File: config.mk
export PLATFORM = sky130hd
export DESIGN_NAME = serial_link_param_regs
export DESIGN_NICKNAME = d
export VERILOG_FILES = /design/src/link_param_pkg.sv /design/src/phase_counter.sv /design/src/serial_link_param_regs.sv
export SDC_FILE = /design/constraint.sdc
export NUM_CORES = 1
export LEC_CHECK = 0
export ABC_CLOCK_PERIOD_IN_PS = 22200
export BUFFER_PORTS_ARGS = -buffer_cell sky130_fd_sc_hd__buf_4
export CAP_MARGIN = 20
export CORE_ASPECT_RATIO = 1.5
export CORE_UTILIZATION = 46
export CTS_CLUSTER_SIZE = 20
export DETAILED_ROUTE_END_ITERATION = 10
export GPL_ROUTABILITY_DRIVEN = 0
export HOLD_SLACK_MARGIN = 0.1
export PLACE_DENSITY = 0.7
export SLEW_MARGIN = 30
export SYNTH_ARGS = -nofsm -noshare
export SYNTH_HDL_FRONTEND = slang
export SYNTH_SLANG_ARGS = --single-unit
File: constraint.sdc
create_clock -name clk_in -period 22.2 [get_ports clk_in]
set_input_delay 1.11 -clock clk_in [delete_from_list [all_inputs] [get_ports clk_in]]
set_output_delay 1.11 -clock clk_in [all_outputs]
set_load 0.01 [all_outputs]
File: src/link_param_pkg.sv
// Register offsets, field positions, reset values and fixed parameters.
package link_param_pkg;
    localparam logic [7:0] scramble_lane_config_addr = 8'h6e;
    localparam logic [7:0] octets_per_frame_addr = 8'h6f;
    localparam logic [7:0] frames_per_multiframe_addr = 8'h70;
    localparam logic [7:0] converter_count_addr = 8'h71;
    localparam logic [7:0] control_bits_resolution_addr = 8'h72;
    localparam logic [7:0] subclass_sample_bits_addr = 8'h73;
    localparam logic [7:0] samples_per_frame_addr = 8'h74;
    localparam logic [7:0] density_control_words_addr = 8'h75;
    localparam logic [7:0] spare_scratch_a_addr = 8'h76;
    localparam logic [7:0] spare_scratch_b_addr = 8'h77;
    localparam logic [7:0] link_config_checksum_addr = 8'h79;
    localparam logic [7:0] output_driver_control_addr = 8'h80;
    localparam logic [7:0] multiframe_phase_offset_addr = 8'h8b;
    localparam logic [7:0] output_preemphasis_addr = 8'ha8;

    localparam int scramble_bit = 7;
    localparam int driver_power_down_bit = 1;
    localparam int sample_bit5 = 5;

    localparam logic [7:0] scramble_lane_reset = 8'h80;
    localparam logic [7:0] frames_per_multiframe_reset = 8'h1f;
    localparam logic [7:0] converter_count_reset = 8'h00;
    localparam logic [1:0] control_bits_reset = 2'h0;
    localparam logic [1:0] subclass_reset = 2'h1;
    localparam logic [7:0] spare_reset = 8'h00;
    localparam logic [7:0] driver_control_reset = 8'h00;
    localparam logic [4:0] phase_offset_reset = 5'h00;
    localparam logic [7:0] preemphasis_off = 8'h04;
    localparam logic [7:0] preemphasis_on = 8'h14;

    localparam logic [3:0] resolution_code = 4'hd;
    localparam logic [3:0] sample_bits_code = 4'hf;
    localparam logic [4:0] samples_per_frame_code = 5'h00;
    localparam logic [4:0] control_words_code = 5'h00;
    localparam logic [7:0] octets_per_frame_value = 8'h02;

    typedef enum logic [1:0] {
        control_none = 2'b00,
        control_overrange = 2'b01,
        control_over_under = 2'b10
    } control_bits_e;
endpackage

File: src/phase_counter.sv
// Local multiframe phase counter with reference-driven reload.
`timescale 1ns/1ns
module phase_counter #(
    parameter int WIDTH = 5
) (
    input wire logic clk_in,
    input wire logic reset_in,
    input wire logic frame_tick_in,
    input wire logic reload_in,
    input wire logic [WIDTH-1:0] reload_value_in,
    input wire logic [WIDTH-1:0] last_in,
    output logic [WIDTH-1:0] phase_out,
    output logic wrap_out
);
    logic [WIDTH-1:0] count;
    logic [WIDTH-1:0] next_count;
    wire at_last = (count == last_in);

    assign next_count = at_last ? '0 : count + WIDTH'(1);

    always_ff @(posedge clk_in)
    begin
        if (reset_in)
        begin
            count <= '0;
            wrap_out <= 1'b0;
        end
        else if (reload_in)
        begin
            count <= reload_value_in;
            wrap_out <= 1'b0;
        end
        else
        begin
            if (frame_tick_in)
            begin
                count <= next_count;
            end
            wrap_out <= frame_tick_in & at_last;
        end
    end

    assign phase_out = count;
endmodule

File: src/serial_link_param_regs.sv
// Link parameter register bank with derived readbacks and phase counter.
//
// Behaviour
// - Bit 7 enables payload scrambling.
// - Lane field zero means one lane.
// - Octets per frame reads twice M over L.
// - Converter count zero selects primary input only.
// - Control-bits field selects none, overrange, over/under.
// - Resolution field reads 13, read-only.
// - Subclass field selects subclass 0 or 1.
// - Total sample bits field reads 15.
// - Samples per frame reads 0; bit 5 writable, set at reset.
// - High-density flag always reads zero.
// - Control words per frame reads zero.
// - Two spare registers are plain storage.
// - Checksum is modulo-256 sum of parameters.
// - Driver power-down bit disables output drivers.
// - Reference loads phase counter with offset.
// - Preemphasis on at 0x14, off at 0x04.
// - Reference ignored unless its enable is set.
`timescale 1ns/1ns
module serial_link_param_regs #(
    parameter int PHASE_WIDTH = 5
) (
    input wire logic clk_in,
    input wire logic reset_in,
    input wire logic reg_write_in,
    input wire logic reg_read_in,
    input wire logic [7:0] reg_addr_in,
    input wire logic [7:0] reg_wdata_in,
    output logic [7:0] reg_rdata_out,
    output logic reg_hit_out,
    input wire logic sysref_pin_in,
    input wire logic sysref_enable_in,
    input wire logic frame_tick_in,
    output logic scramble_enable_out,
    output logic [4:0] lane_count_out,
    output logic [7:0] frames_per_multiframe_out,
    output logic [7:0] octets_per_frame_out,
    output logic primary_input_only_out,
    output logic [1:0] control_bits_out,
    output logic overrange_bit_enable_out,
    output logic over_under_bits_enable_out,
    output logic subclass1_out,
    output logic drivers_enable_out,
    output logic preemphasis_enable_out,
    output logic [PHASE_WIDTH-1:0] multiframe_phase_out,
    output logic multiframe_wrap_out,
    output logic [7:0] checksum_out
);
    logic [7:0] scramble_lane;
    logic [7:0] frames_per_mf;
    logic [7:0] converter_count;
    logic [1:0] control_bits;
    logic [1:0] subclass;
    logic sample_reserved_bit;
    logic [7:0] spare_a;
    logic [7:0] spare_b;
    logic [7:0] driver_control;
    logic [4:0] phase_offset;
    logic [7:0] preemphasis;
    logic [7:0] checksum;
    logic [7:0] next_checksum;
    logic [7:0] next_rdata;
    logic sysref_meta;
    logic sysref_sync;
    logic sysref_prev;

    wire wr_scramble = reg_write_in &
        (reg_addr_in == link_param_pkg::scramble_lane_config_addr);
    wire wr_frames = reg_write_in &
        (reg_addr_in == link_param_pkg::frames_per_multiframe_addr);
    wire wr_converter = reg_write_in &
        (reg_addr_in == link_param_pkg::converter_count_addr);
    wire wr_control = reg_write_in &
        (reg_addr_in == link_param_pkg::control_bits_resolution_addr);
    wire wr_subclass = reg_write_in &
        (reg_addr_in == link_param_pkg::subclass_sample_bits_addr);
    wire wr_samples = reg_write_in &
        (reg_addr_in == link_param_pkg::samples_per_frame_addr);
    wire wr_spare_a = reg_write_in &
        (reg_addr_in == link_param_pkg::spare_scratch_a_addr);
    wire wr_spare_b = reg_write_in &
        (reg_addr_in == link_param_pkg::spare_scratch_b_addr);
    wire wr_driver = reg_write_in &
        (reg_addr_in == link_param_pkg::output_driver_control_addr);
    wire wr_offset = reg_write_in &
        (reg_addr_in == link_param_pkg::multiframe_phase_offset_addr);
    wire wr_preemph = reg_write_in &
        (reg_addr_in == link_param_pkg::output_preemphasis_addr);

    // Control-bit writes hold only the three defined codes.
    wire control_code_ok = (reg_wdata_in[7:6] != 2'b11);

    always_ff @(posedge clk_in)
    begin
        if (reset_in)
        begin
            scramble_lane <= link_param_pkg::scramble_lane_reset;
            frames_per_mf <= link_param_pkg::frames_per_multiframe_reset;
            converter_count <= link_param_pkg::converter_count_reset;
            control_bits <= link_param_pkg::control_bits_reset;
            subclass <= link_param_pkg::subclass_reset;
            sample_reserved_bit <= 1'b1;
            spare_a <= link_param_pkg::spare_reset;
            spare_b <= link_param_pkg::spare_reset;
            driver_control <= link_param_pkg::driver_control_reset;
            phase_offset <= link_param_pkg::phase_offset_reset;
            preemphasis <= link_param_pkg::preemphasis_off;
        end
        else
        begin
            if (wr_scramble)
            begin
                // Open bits 6:5 are not stored.
                scramble_lane <= {reg_wdata_in[7], 2'b00,
                    reg_wdata_in[4:0]};
            end
            if (wr_frames)
            begin
                frames_per_mf <= reg_wdata_in;
            end
            if (wr_converter)
            begin
                converter_count <= reg_wdata_in;
            end
            if (wr_control && control_code_ok)
            begin
                control_bits <= reg_wdata_in[7:6];
            end
            if (wr_subclass)
            begin
                subclass <= reg_wdata_in[6:5];
            end
            if (wr_samples)
            begin
                sample_reserved_bit <=
                    reg_wdata_in[link_param_pkg::sample_bit5];
            end
            if (wr_spare_a)
            begin
                spare_a <= reg_wdata_in;
            end
            if (wr_spare_b)
            begin
                spare_b <= reg_wdata_in;
            end
            if (wr_driver)
            begin
                driver_control <= {6'h00, reg_wdata_in[1], 1'b0};
            end
            if (wr_offset)
            begin
                phase_offset <= reg_wdata_in[4:0];
            end
            if (wr_preemph)
            begin
                preemphasis <= reg_wdata_in;
            end
        end
    end

    // Derived parameters: octets per frame is (M x 2) / L with biased codes.
    wire [8:0] conv_actual = {1'b0, converter_count} + 9'h001;
    wire [5:0] lane_actual = {1'b0, scramble_lane[4:0]} + 6'h01;
    wire [9:0] octet_num = {conv_actual, 1'b0};
    wire [9:0] octet_quot = octet_num / {4'h0, lane_actual};
    assign octets_per_frame_out = octet_quot[7:0];

    wire [7:0] reg_control = {control_bits, 2'b00,
        link_param_pkg::resolution_code};
    wire [7:0] reg_subclass = {1'b0, subclass, 1'b0,
        link_param_pkg::sample_bits_code};
    wire [7:0] reg_samples = {2'b00, sample_reserved_bit,
        link_param_pkg::samples_per_frame_code};
    wire [7:0] reg_density = {1'b0, 2'b00,
        link_param_pkg::control_words_code};

    // Sum of every link parameter field, wrapping at 256.
    always_comb
    begin
        next_checksum = 8'h00;
        next_checksum = next_checksum + {7'h00, scramble_lane[7]};
        next_checksum = next_checksum + {3'h0, scramble_lane[4:0]};
        next_checksum = next_checksum + octets_per_frame_out;
        next_checksum = next_checksum + frames_per_mf;
        next_checksum = next_checksum + converter_count;
        next_checksum = next_checksum + {6'h00, control_bits};
        next_checksum = next_checksum + {4'h0,
            link_param_pkg::resolution_code};
        next_checksum = next_checksum + {6'h00, subclass};
        next_checksum = next_checksum + {4'h0,
            link_param_pkg::sample_bits_code};
        next_checksum = next_checksum + {3'h0,
            link_param_pkg::samples_per_frame_code};
        next_checksum = next_checksum + {3'h0,
            link_param_pkg::control_words_code};
    end

    always_ff @(posedge clk_in)
    begin
        if (reset_in)
        begin
            checksum <= 8'h00;
        end
        else
        begin
            checksum <= next_checksum;
        end
    end

    assign checksum_out = checksum;

    always_comb
    begin
        unique case (reg_addr_in)
            link_param_pkg::scramble_lane_config_addr:
                next_rdata = scramble_lane;
            link_param_pkg::octets_per_frame_addr:
                next_rdata = octets_per_frame_out;
            link_param_pkg::frames_per_multiframe_addr:
                next_rdata = frames_per_mf;
            link_param_pkg::converter_count_addr:
                next_rdata = converter_count;
            link_param_pkg::control_bits_resolution_addr:
                next_rdata = reg_control;
            link_param_pkg::subclass_sample_bits_addr:
                next_rdata = reg_subclass;
            link_param_pkg::samples_per_frame_addr:
                next_rdata = reg_samples;
            link_param_pkg::density_control_words_addr:
                next_rdata = reg_density;
            link_param_pkg::spare_scratch_a_addr:
                next_rdata = spare_a;
            link_param_pkg::spare_scratch_b_addr:
                next_rdata = spare_b;
            link_param_pkg::link_config_checksum_addr:
                next_rdata = checksum;
            link_param_pkg::output_driver_control_addr:
                next_rdata = driver_control;
            link_param_pkg::multiframe_phase_offset_addr:
                next_rdata = {3'h0, phase_offset};
            link_param_pkg::output_preemphasis_addr:
                next_rdata = preemphasis;
            default:
                next_rdata = 8'h00;
        endcase
    end

    wire addr_mapped = (reg_addr_in ==
        link_param_pkg::scramble_lane_config_addr) ||
        ((reg_addr_in >= link_param_pkg::octets_per_frame_addr) &&
        (reg_addr_in <= link_param_pkg::spare_scratch_b_addr)) ||
        (reg_addr_in == link_param_pkg::link_config_checksum_addr) ||
        (reg_addr_in == link_param_pkg::output_driver_control_addr) ||
        (reg_addr_in == link_param_pkg::multiframe_phase_offset_addr) ||
        (reg_addr_in == link_param_pkg::output_preemphasis_addr);

    always_ff @(posedge clk_in)
    begin
        if (reset_in)
        begin
            reg_rdata_out <= 8'h00;
            reg_hit_out <= 1'b0;
        end
        else
        begin
            if (reg_read_in)
            begin
                reg_rdata_out <= next_rdata;
            end
            reg_hit_out <= (reg_read_in | reg_write_in) & addr_mapped;
        end
    end

    // The reference pin is asynchronous and is synchronised before use.
    always_ff @(posedge clk_in)
    begin
        if (reset_in)
        begin
            sysref_meta <= 1'b0;
            sysref_sync <= 1'b0;
            sysref_prev <= 1'b0;
        end
        else
        begin
            sysref_meta <= sysref_pin_in;
            sysref_sync <= sysref_meta;
            sysref_prev <= sysref_sync;
        end
    end

    wire sysref_edge = sysref_sync & ~sysref_prev & sysref_enable_in;

    phase_counter #(
        .WIDTH(PHASE_WIDTH)
    ) lmfc_counter (
        .clk_in(clk_in),
        .reset_in(reset_in),
        .frame_tick_in(frame_tick_in),
        .reload_in(sysref_edge),
        .reload_value_in(phase_offset[PHASE_WIDTH-1:0]),
        .last_in(frames_per_mf[PHASE_WIDTH-1:0]),
        .phase_out(multiframe_phase_out),
        .wrap_out(multiframe_wrap_out)
    );

    assign scramble_enable_out = scramble_lane[link_param_pkg::scramble_bit];
    assign lane_count_out = scramble_lane[4:0];
    assign frames_per_multiframe_out = frames_per_mf;
    assign primary_input_only_out = (converter_count == 8'h00);
    assign control_bits_out = control_bits;
    assign overrange_bit_enable_out =
        (control_bits == link_param_pkg::control_overrange);
    assign over_under_bits_enable_out =
        (control_bits == link_param_pkg::control_over_under);
    assign subclass1_out = (subclass == 2'b01);
    assign drivers_enable_out =
        ~driver_control[link_param_pkg::driver_power_down_bit];
    assign preemphasis_enable_out =
        (preemphasis == link_param_pkg::preemphasis_on);
endmodule

Yosys cells after proc, flatten, opt, wreduce, memory -nomap -nowiden. Index checks and enable logic that the tools add are counted.

$add $sub $neg: 11. Divide/modulo/power cells: 1. $lt $le $gt $ge: 2. Eq/ne operators: 19. Muxes and demuxes: 4. Bitwise gates (word level): 18. Reductions and logical operators: 10.

Operators by type and width (count): one-hot mux 8 bit (13 select lines) (1); == test 8 x 7 -> 1 bit, second input constant (10); == test 8 bit, second input constant (3); adder 8 x 2 -> 8 bit (2); adder 8 x 4 -> 8 bit, second input constant (2); adder 8 bit (2); bitwise AND 1 bit (15); two-way mux 5 bit (3); divider 10 x 6 -> 10 bit (1); adder 8 x 1 -> 9 bit, second input constant (1); adder 6 x 8 -> 8 bit (1); == test 8 x 5 -> 1 bit, second input constant (1); greater-or-equal comparator 8 x 7 -> 1 bit, second input constant (1); <= comparator 8 x 7 -> 1 bit, second input constant (1); logical NOT 8 bit (1); adder 1 x 5 -> 6 bit (1); adder 5 x 1 -> 6 bit, second input constant (1); adder 5 x 1 -> 5 bit, second input constant (1); == test 5 bit (1); logical OR 1 bit (5); == test 2 x 1 -> 1 bit, second input constant (2); == test 2 bit, second input constant (1); logical AND 1 bit (2); inequality test 2 bit, second input constant (1); other kinds (4) (5).

Register bits: 83. Bits of input ports: 23. Output and inout bits: 53. Word-level logic and storage cells: 84.

Longest topological paths before layout. Gate-level depths: netlist of the first run.

Word-level depth: 9. Gate-level depth with buffers: 110. Mapped depth without buffers: 106.

Cells and area by module. Synthesis of the first run repeated with hierarchy kept, for this count alone.

Cell total of the unflattened synthesis: 1004. Area total of the unflattened synthesis: 7798.7 um^2.

By module, submodules not included: serial_link_param_regs (instances 1, cells an instance 965, area each 7450.9 um^2, seq. area each 1541.5 um^2); phase_counter (instances 1, cells an instance 39, area each 347.8 um^2, seq. area each 120.1 um^2).

Worst setup path before layout of the first run. No wires, ideal clock.

Path type: register -> register. From: register scramble_lane[0]. To: register checksum[6] (netlist: checksum_out[6]). Setup time: 0.128 ns. Data arrival time: 18.832 ns. Data required time: 22.072 ns. Setup slack: 3.241 ns. Cell stages (with the launch flop): 102. Buffers on the path: 4. Clock period less this slack: 18.959 ns. Cells stage by stage: dfxtp_1 > ha_1 > nand2_1 > o21ai_0 > a31oi_1 > a31oi_1 > ha_1 > o211ai_2 > nor2_1 > and3_1 > xnor2_1 > ha_1 > a21o_1 > a21oi_1 > or2_2 > o41ai_4 > a21oi_4 > buf_6 > (+66 left out) > ha_1 > a21o_1 > a21oi_1 > nor2b_1 > a311oi_1 > inv_1 > a2111oi_0 > o21ai_0 > a2bb2oi_1 > o21ai_1 > fa_1 > fa_1 > a21oi_1 > o21bai_1 > a21o_1 > a21oi_1 > xor2_1 > nor2_1.

Cells in the longest elaborated chain, start to end: 9. Elaborated cells on any way between the ends: 10. Classes of those cells: add/sub (9); div (1).

Ends and longest elaborated chain: start, declared (RTL line serial_link_param_regs.sv:51) `logic [7:0] scramble_lane;`; start signal, assigned (RTL line serial_link_param_regs.sv:99) `scramble_lane <= link_param_pkg::scramble_lane_reset;`; start signal, assigned (RTL line serial_link_param_regs.sv:116) `scramble_lane <= {reg_wdata_in[7], 2'b00,`; adder 5 x 1 -> 6 bit (RTL line serial_link_param_regs.sv:165) `wire [5:0] lane_actual = {1'b0, scramble_lane[4:0]} + 6'h01;`; divider 10 x 6 -> 10 bit (RTL line serial_link_param_regs.sv:167) `wire [9:0] octet_quot = octet_num / {4'h0, lane_actual};`; via octets_per_frame_out[6] (RTL line serial_link_param_regs.sv:39) `output logic [7:0] octets_per_frame_out,`; adder 6 x 8 -> 8 bit (RTL line serial_link_param_regs.sv:185) `next_checksum = next_checksum + octets_per_frame_out;`; adder 8 bit (RTL line serial_link_param_regs.sv:186) `next_checksum = next_checksum + frames_per_mf;`; adder 8 bit (RTL line serial_link_param_regs.sv:187) `next_checksum = next_checksum + converter_count;`; adder 8 x 2 -> 8 bit (RTL line serial_link_param_regs.sv:188) `next_checksum = next_checksum + {6'h00, control_bits};`; adder 8 x 4 -> 8 bit (RTL line serial_link_param_regs.sv:189) `next_checksum = next_checksum + {4'h0,`; adder 8 x 2 -> 8 bit (RTL line serial_link_param_regs.sv:191) `next_checksum = next_checksum + {6'h00, subclass};`; adder 8 x 4 -> 8 bit (RTL line serial_link_param_regs.sv:192) `next_checksum = next_checksum + {4'h0,`; end signal, assigned (RTL line serial_link_param_regs.sv:208) `checksum <= next_checksum;`; end, declared (RTL line serial_link_param_regs.sv:62) `logic [7:0] checksum;`.

The timed path passes the listed nets, and every way through them passes these cells. A chain may end at the register's enable or synchronous reset.

Worst setup path after layout of the first run.
From: register converter_count[1]. To: register checksum[6] (netlist: checksum_out[6]).

Cells in the longest elaborated chain, start to end: 9.

Ends and longest elaborated chain: start, declared (RTL line serial_link_param_regs.sv:53) `logic [7:0] converter_count;`; start signal, assigned (RTL line serial_link_param_regs.sv:101) `converter_count <= link_param_pkg::converter_count_reset;`; start signal, assigned (RTL line serial_link_param_regs.sv:125) `converter_count <= reg_wdata_in;`; adder 8 x 1 -> 9 bit (RTL line serial_link_param_regs.sv:164) `wire [8:0] conv_actual = {1'b0, converter_count} + 9'h001;`; divider 10 x 6 -> 10 bit (RTL line serial_link_param_regs.sv:167); adder 6 x 8 -> 8 bit (RTL line serial_link_param_regs.sv:185); adder 8 bit (RTL line serial_link_param_regs.sv:186); adder 8 bit (*) (RTL line serial_link_param_regs.sv:187); adder 8 x 2 -> 8 bit (*) (RTL line serial_link_param_regs.sv:188); adder 8 x 4 -> 8 bit (*) (RTL line serial_link_param_regs.sv:189); adder 8 x 2 -> 8 bit (*) (RTL line serial_link_param_regs.sv:191); adder 8 x 4 -> 8 bit (*) (RTL line serial_link_param_regs.sv:192).

Mark *: on every way between the ends. The rest lies on a longest branch, timed or not.

==> impl_metrics.json, run 1 <==
{
  "status": "finished clean",
  "cp_slowest_cell": "dfxtp_2",
  "crit_buf_inv": 6,
  "finalHoldViolCount": 0,
  "dr.pass1.iters": 5,
  "synth_fp_nets": 1108,
  "critical_path_class": "reg -> reg",
  "combinationalPowerShare": 0.798,
  "multi_input_area_sq_um": 5720,
  "die_h_um": 161,
  "setup_violations": 0,
  "port_buffers": 75,
  "layout_commonest_cell": "nand2_1",
  "yosysUniqueCellTypes": 81,
  "drv_cap": 0,
  "period_minus_slack_ns": 20.16,
  "yosys.area.top_type_share": 0.215,
  "grt_pass1_wl_um": 38500,
  "timing.rr.end": "checksum_out[6]",
  "nets": 1159,
  "finalCritPeriodShare": 0.908,
  "grt_usage": 0.284,
  "clk_latency_ns": 0.34,
  "postCtsHoldBufs": 0,
  "antenna_found_initial": 0,
  "crit_path_frequent_cell": "ha_1",
  "cts_made_buffers": 9,
  "max_freq_ghz": 0.0496,
  "cts_root_buf": "clkbuf_16",
  "synth_edf_count": 0,
  "post-dp-hpwl_um": 18800,
  "wl_per_cell_um": 19.1,
  "peakVddDrop_mv": 0.187,
  "end_kind": "flop",
  "power_density_nw_per_um2": 172,
  "layout_common_cells": "nand2_1 (114), a21oi_1 (95), nand3_1 (87), buf_4 (81), dfxtp_1 (79)",
  "synthArstFlopShare": 0,
  "grt_max_degree": 76,
  "area_growth_pct": 13.4,
  "initial_core_util": 0.474,
  "min_path_cells": 1,
  "hp-start": "sysref_meta",
  "finClkSkew_ns": 0.00901,
  "yosys.area.top_type": "dfxtp_1",
  "whs_endpoint": "sysref_sync",
  "overflow": 0,
  "p_sw_uw": 705,
  "swShare": 0.469,
  "synth.ff_latch_count": 83,
  "synth_area_sq_um": 7710,
  "n_antenna_cell": 0,
  "htree_levels": 3,
  "slew_headroom": 0.370,
  "cp-start-kind": "flop",
  "finalWirelength_um": 24200,
  "r2r_slack_ns": 2.04,
  "via_per_inst": 6.10,
  "p_leak_nw": 3.57,
  "seqCellArea_sq_um": 1670,
  "cp.arrival_ns": 20.35,
  "rsz0062_at_grt": "false",
  "p_clk_frac": 0.091,
  "grt_pass1_vias": 7488,
  "ys_seq_area_frac": 0.215,
  "required_ns": 22.39,
  "rows": 57,
  "worstMarginPinSlew_ns": 0.938,
  "yosys-top-cells-area": "dfxtp_1 (22%), ha_1 (10%), a21oi_1 (6.3%)",
  "cts_buffer_depth": 2,
  "fill_cells": 1598,
  "crit_fanout": 13,
  "placed_cell_area_sq_um": 8410,
  "cts_tree": "done",
  "cts.reportedPaths.clkPinSlew_ns": 0.06,
  "ios": 76,
  "die_w_um": 108,
  "die_area_sq_um": 17300,
  "power.sequential.fraction": 0.111,
  "timing.rr.start": "converter_count[1]",
  "p_int_uw": 796,
  "syn-instance-count": 1006,
  "core_sq_um": 16300,
  "hold_path.class": "reg -> reg",
  "stdcell_area_sq_um": 8750,
  "drt_iter0_drc": 452,
  "max_stage_delay_ns": 0.47,
  "cp_top_family": "compound AO/OA/AOI/OAI gates",
  "rr_worst_depth": 101,
  "routed-via-count": 7719,
  "ant_nets": 0,
  "synth_warnings": 0,
  "drv_slew": 0,
  "avgSynthCellArea_sq_um": 7.67,
  "drcViolationCount": 0,
  "finalSetupTns_ns": 0,
  "drive_above_1_share": 0.146,
  "synth-main-ff-cell": "dfxtp_1",
  "clock_sinks": 83
}
[cell families (layout without fill, tap and decap cells)]
| kind of cell | Yosys count | in the layout | synth area share |
|---|---|---|---|
| muxes | 24 | 24 | 0.0375 |
| buffers and inverters | 101 | 155 | 0.0560 |
| DFF | 83 | 83 | 0.215 |
| adders and majority gates | 79 | 79 | 0.144 |
| and+or+nand+nor | 410 | 410 | 0.263 |
| xor gates and xnor gates | 52 | 52 | 0.0591 |
| AOI/OAI and AO/OA | 257 | 257 | 0.226 |
[per-layer routing]
metal  part of all wire  GRT usage
met2               0.51      0.500
met5                  0          0
met1               0.38      0.316
met3              0.045     0.0341
met4              0.066      0.189
[sequential cells by signal, summed over array words and instances (netlist names), 2 cells and up]
signal                     flops
preemphasis                    8
spare_b                        8
spare_a                        8
scramble_lane                  6
reg_rdata_out                  8
converter_count                8
control_bits_out               2
frames_per_multiframe_out      8
checksum_out                   8
subclass                       2
phase_offset                   5
lmfc_counter.phase_out         5
[worst max-delay path by stage]
stage / startpoint / depth (start not counted) / slack [ns] / to
final: converter_count[1] / 101 / 2.04 / checksum_out[6]
after detailed placement: converter_count[0] / 99 / 0.59 / checksum_out[6]
after CTS: converter_count[0] / 99 / 0.51 / checksum_out[6]
after floorplan: scramble_lane[0] / 101 / 3.24 / checksum_out[6]
after global routing: converter_count[1] / 102 / 0.001 / checksum_out[6]
after global placement: converter_count[0] / 99 / 1.35 / checksum_out[6]
[power groups by stage]
stage                     clock (mW)  combinational (mW)  sequential (mW)
after global placement             0                1.15            0.169
after floorplan                    0               0.910            0.168
after detailed placement           0                1.15            0.169
after CTS                      0.138                1.16            0.166
after global routing           0.143                1.35            0.166
final                          0.137                1.20            0.166
[Yosys cell counts, types with 14 or more instances]
cell type and count:
xnor2_1 36, nand3_1 87, fa_1 16, inv_1 57, dfxtp_1 83, nor3_1 27, a21o_1 16, clkbuf_1 20
nand2b_1 19, o21a_1 14, nor2b_1 19, nand2_1 115, xor2_1 16, nor2_1 74, a21oi_1 97, o21ai_0 30
ha_1 63
[through the flow]
stage	setup slack (ns)	power, mW	std cells	hold WS, ns	util
final	2.04	1.50	1266	0.453	0.538
after global routing	0.00127	1.66	1266	0.461	0.538
after CTS	0.511	1.47	1266	0.454	0.534
after detailed placement	0.587	1.32	1252	0.429	0.517
after global placement	1.35	1.32	1252	0.441	0.515
after floorplan	3.24	1.08	1006	0.414	-
[layout make-up]
class                           count  share of cell area
Inverter                           60              0.0258
Tap cell                          206              0.0295
Clock buffer                       11              0.0289
Timing Repair Buffer               81              0.0695
Sequential cell                    83               0.191
Multi-Input combinational cell    822               0.654
Clock inverter                      3             0.00172
[repair_timing]
action	4_1_cts	5_1_grt
resized for setup	0	23
setup endpoints to repair	0	10
buffers inserted	0	0
Note: power is estimated with default switching activity, not from simulation.
==> run 2: changes to the inputs <==
--- a/config.mk
+++ b/config.mk
@@ -14,7 +14,6 @@
 export DETAILED_ROUTE_END_ITERATION = 10
 export GPL_ROUTABILITY_DRIVEN = 0
 export HOLD_SLACK_MARGIN = 0.1
-export PLACE_DENSITY = 0.7
 export SLEW_MARGIN = 30
 export SYNTH_ARGS = -nofsm -noshare
 export SYNTH_HDL_FRONTEND = slang
==> run 2 against run 1 <==
Compared with the run above: die area is the same; first-iteration DRC count shrank 2.4%; clock power grew 5%; highest routed layer unchanged; combinational power is essentially flat; sequential share of layout area shrank 0.084 points; non-clock buffer count grew 6; critical endpoint unchanged; register-to-register slack is essentially flat; critical path depth grew 2; sequential power is essentially flat; utilization grew 0.24 points; final area grew 0.44%.
==> impl_metrics.json, run 2 (same netlist as run 1, synthesis figures left out) <==
{
  "setup_violations": 0,
  "routed-via-count": 7677,
  "post-route-util": 0.540,
  "power_density_nw_per_um2": 173,
  "dr.pass1.iters": 5,
  "nets": 1165,
  "cp-startpoint": "converter_count[1]",
  "cts_made_buffers": 9,
  "p_leak_nw": 3.59,
  "whs_endpoint": "sysref_sync",
  "postCtsHoldBufs": 0,
  "wl_per_cell_um": 19.9,
  "die_w_um": 108,
  "cp.arrival_ns": 20.36,
  "drive_above_1_share": 0.145,
  "hp-start": "sysref_meta",
  "layout_common_cells": "nand2_1 (114), a21oi_1 (95), nand3_1 (87), buf_4 (87), dfxtp_1 (79)",
  "ios": 76,
  "status": "finished clean",
  "rr_worst_depth": 103,
  "critical_path_class": "reg -> reg",
  "grt_pass1_wl_um": 40000,
  "max_freq_ghz": 0.0496,
  "period_minus_slack_ns": 20.17,
  "grt_max_degree": 76,
  "required_ns": 22.39,
  "core_sq_um": 16300,
  "cp-start-kind": "flop",
  "area_growth_pct": 13.9,
  "die_h_um": 161,
  "p_int_uw": 803,
  "max_stage_delay_ns": 0.45,
  "fill_cells": 1646,
  "clock_sinks": 83,
  "post-dp-hpwl_um": 19800,
  "worstMarginPinSlew_ns": 0.821,
  "layout_commonest_cell": "nand2_1",
  "combinationalPowerShare": 0.796,
  "p_sw_uw": 715,
  "drcViolationCount": 0,
  "cts_root_buf": "clkbuf_16",
  "p_clk_frac": 0.095,
  "r2r_slack_ns": 2.03,
  "finalCritPeriodShare": 0.909,
  "slew_headroom": 0.453,
  "timing.rr.end": "checksum_out[6]",
  "swShare": 0.471,
  "via_per_inst": 6.04,
  "drt_iter0_drc": 441,
  "die_area_sq_um": 17300,
  "end_kind": "flop",
  "crit_path_frequent_cell": "ha_1",
  "cts.reportedPaths.clkPinSlew_ns": 0.06,
  "drv_cap": 0,
  "grt_pass1_vias": 7407,
  "finClkSkew_ns": 0.00438,
  "rows": 57,
  "seqCellArea_sq_um": 1670,
  "initial_core_util": 0.474,
  "overflow": 0,
  "htree_levels": 3,
  "finalSetupTns_ns": 0,
  "min_path_cells": 1,
  "timing.rr.start": "converter_count[1]",
  "hold_path.class": "reg -> reg",
  "multi_input_area_sq_um": 5690,
  "clk_latency_ns": 0.33,
  "peakVddDrop_mv": 0.172,
  "drv_slew": 0,
  "n_antenna_cell": 0,
  "antenna_found_initial": 0,
  "crit_fanout": 13,
  "finalHoldViolCount": 0,
  "cts_tree": "done",
  "cts_buffer_depth": 2,
  "grt_usage": 0.300,
  "finalWirelength_um": 25300,
  "ant_nets": 0,
  "port_buffers": 75,
  "power.sequential.fraction": 0.109,
  "cp_slowest_cell": "or2_2"
}
==> run 2: how the worst max path moves through the flow <==
stage | cells after the start | slack (ns) | endpoint
after floorplan | 101 | 3.24 | checksum_out[6]
after global placement | 99 | 1.16 | checksum_out[6]
after detailed placement | 99 | 0.55 | checksum_out[6]
after CTS | 99 | 0.48 | checksum_out[6]
after global routing | 106 | -0.03 | checksum_out[7]
final | 103 | 2.03 | checksum_out[6]
==> run 2: metrics by stage <==
stage | area (sq um) | setup WS (ns) | cells | hold WS (ns) | total power, mW
2_1_floorplan | 7710 | 3.24 | 1006 | 0.414 | 1.08
3_3_place_gp | 8420 | 1.16 | 1257 | 0.442 | 1.36
3_5_place_dp | 8430 | 0.554 | 1257 | 0.437 | 1.35
4_1_cts | 8710 | 0.483 | 1271 | 0.455 | 1.50
5_1_grt | 8780 | -0.0350 | 1272 | 0.460 | 1.66
6_report | 8780 | 2.03 | 1272 | 0.451 | 1.52
==> run 2: layout make-up <==
type | instances | area share
flip-flops and latches | 83 | 0.190
clock inverters | 3 | 0.00456
inverters | 60 | 0.0259
clock buffers | 11 | 0.0276
well taps | 206 | 0.0293
repair buffers | 87 | 0.0743
multi-input cells | 822 | 0.648
==> run 2: power by group through the flow <==
stage               registers [mW]  clock network [mW]  logic (mW)
detailed placement           0.168                   0        1.18
floorplan                    0.168                   0       0.910
CTS                          0.165               0.146        1.19
global route                 0.166               0.151        1.34
finish                       0.166               0.144        1.21
global placement             0.169                   0        1.19
==> run 2: metal layers <==
| layer | up-vias | global-route usage | share of wire |
|---|---|---|---|
| li1 | 3739 | - | - |
| met1 | 3612 | 0.332 | 0.38 |
| met2 | 246 | 0.544 | 0.51 |
| met3 | 80 | 0.0325 | 0.037 |
| met4 | 0 | 0.177 | 0.064 |
| met5 | - | 0 | 0 |
==> run 2: worst max-delay path, delay by kind of cell (launching register included) <==
| kind | cells | cell delay (ns) |
|---|---|---|
| AO/OA/AOI/OAI | 49 | 8.93 |
| XOR/XNOR | 3 | 0.53 |
| AND/OR/NAND/NOR | 31 | 5.03 |
| flip-flops | 1 | 0.30 |
| buffers and inverters | 7 | 1.03 |
| adder cells (fa/ha/maj) | 13 | 4.19 |
==> run 2: what timing repair did <==
action,4_1_cts,5_1_grt
endpoints found under the setup margin,0,10
setup buffers,0,1
gates resized for setup,0,21
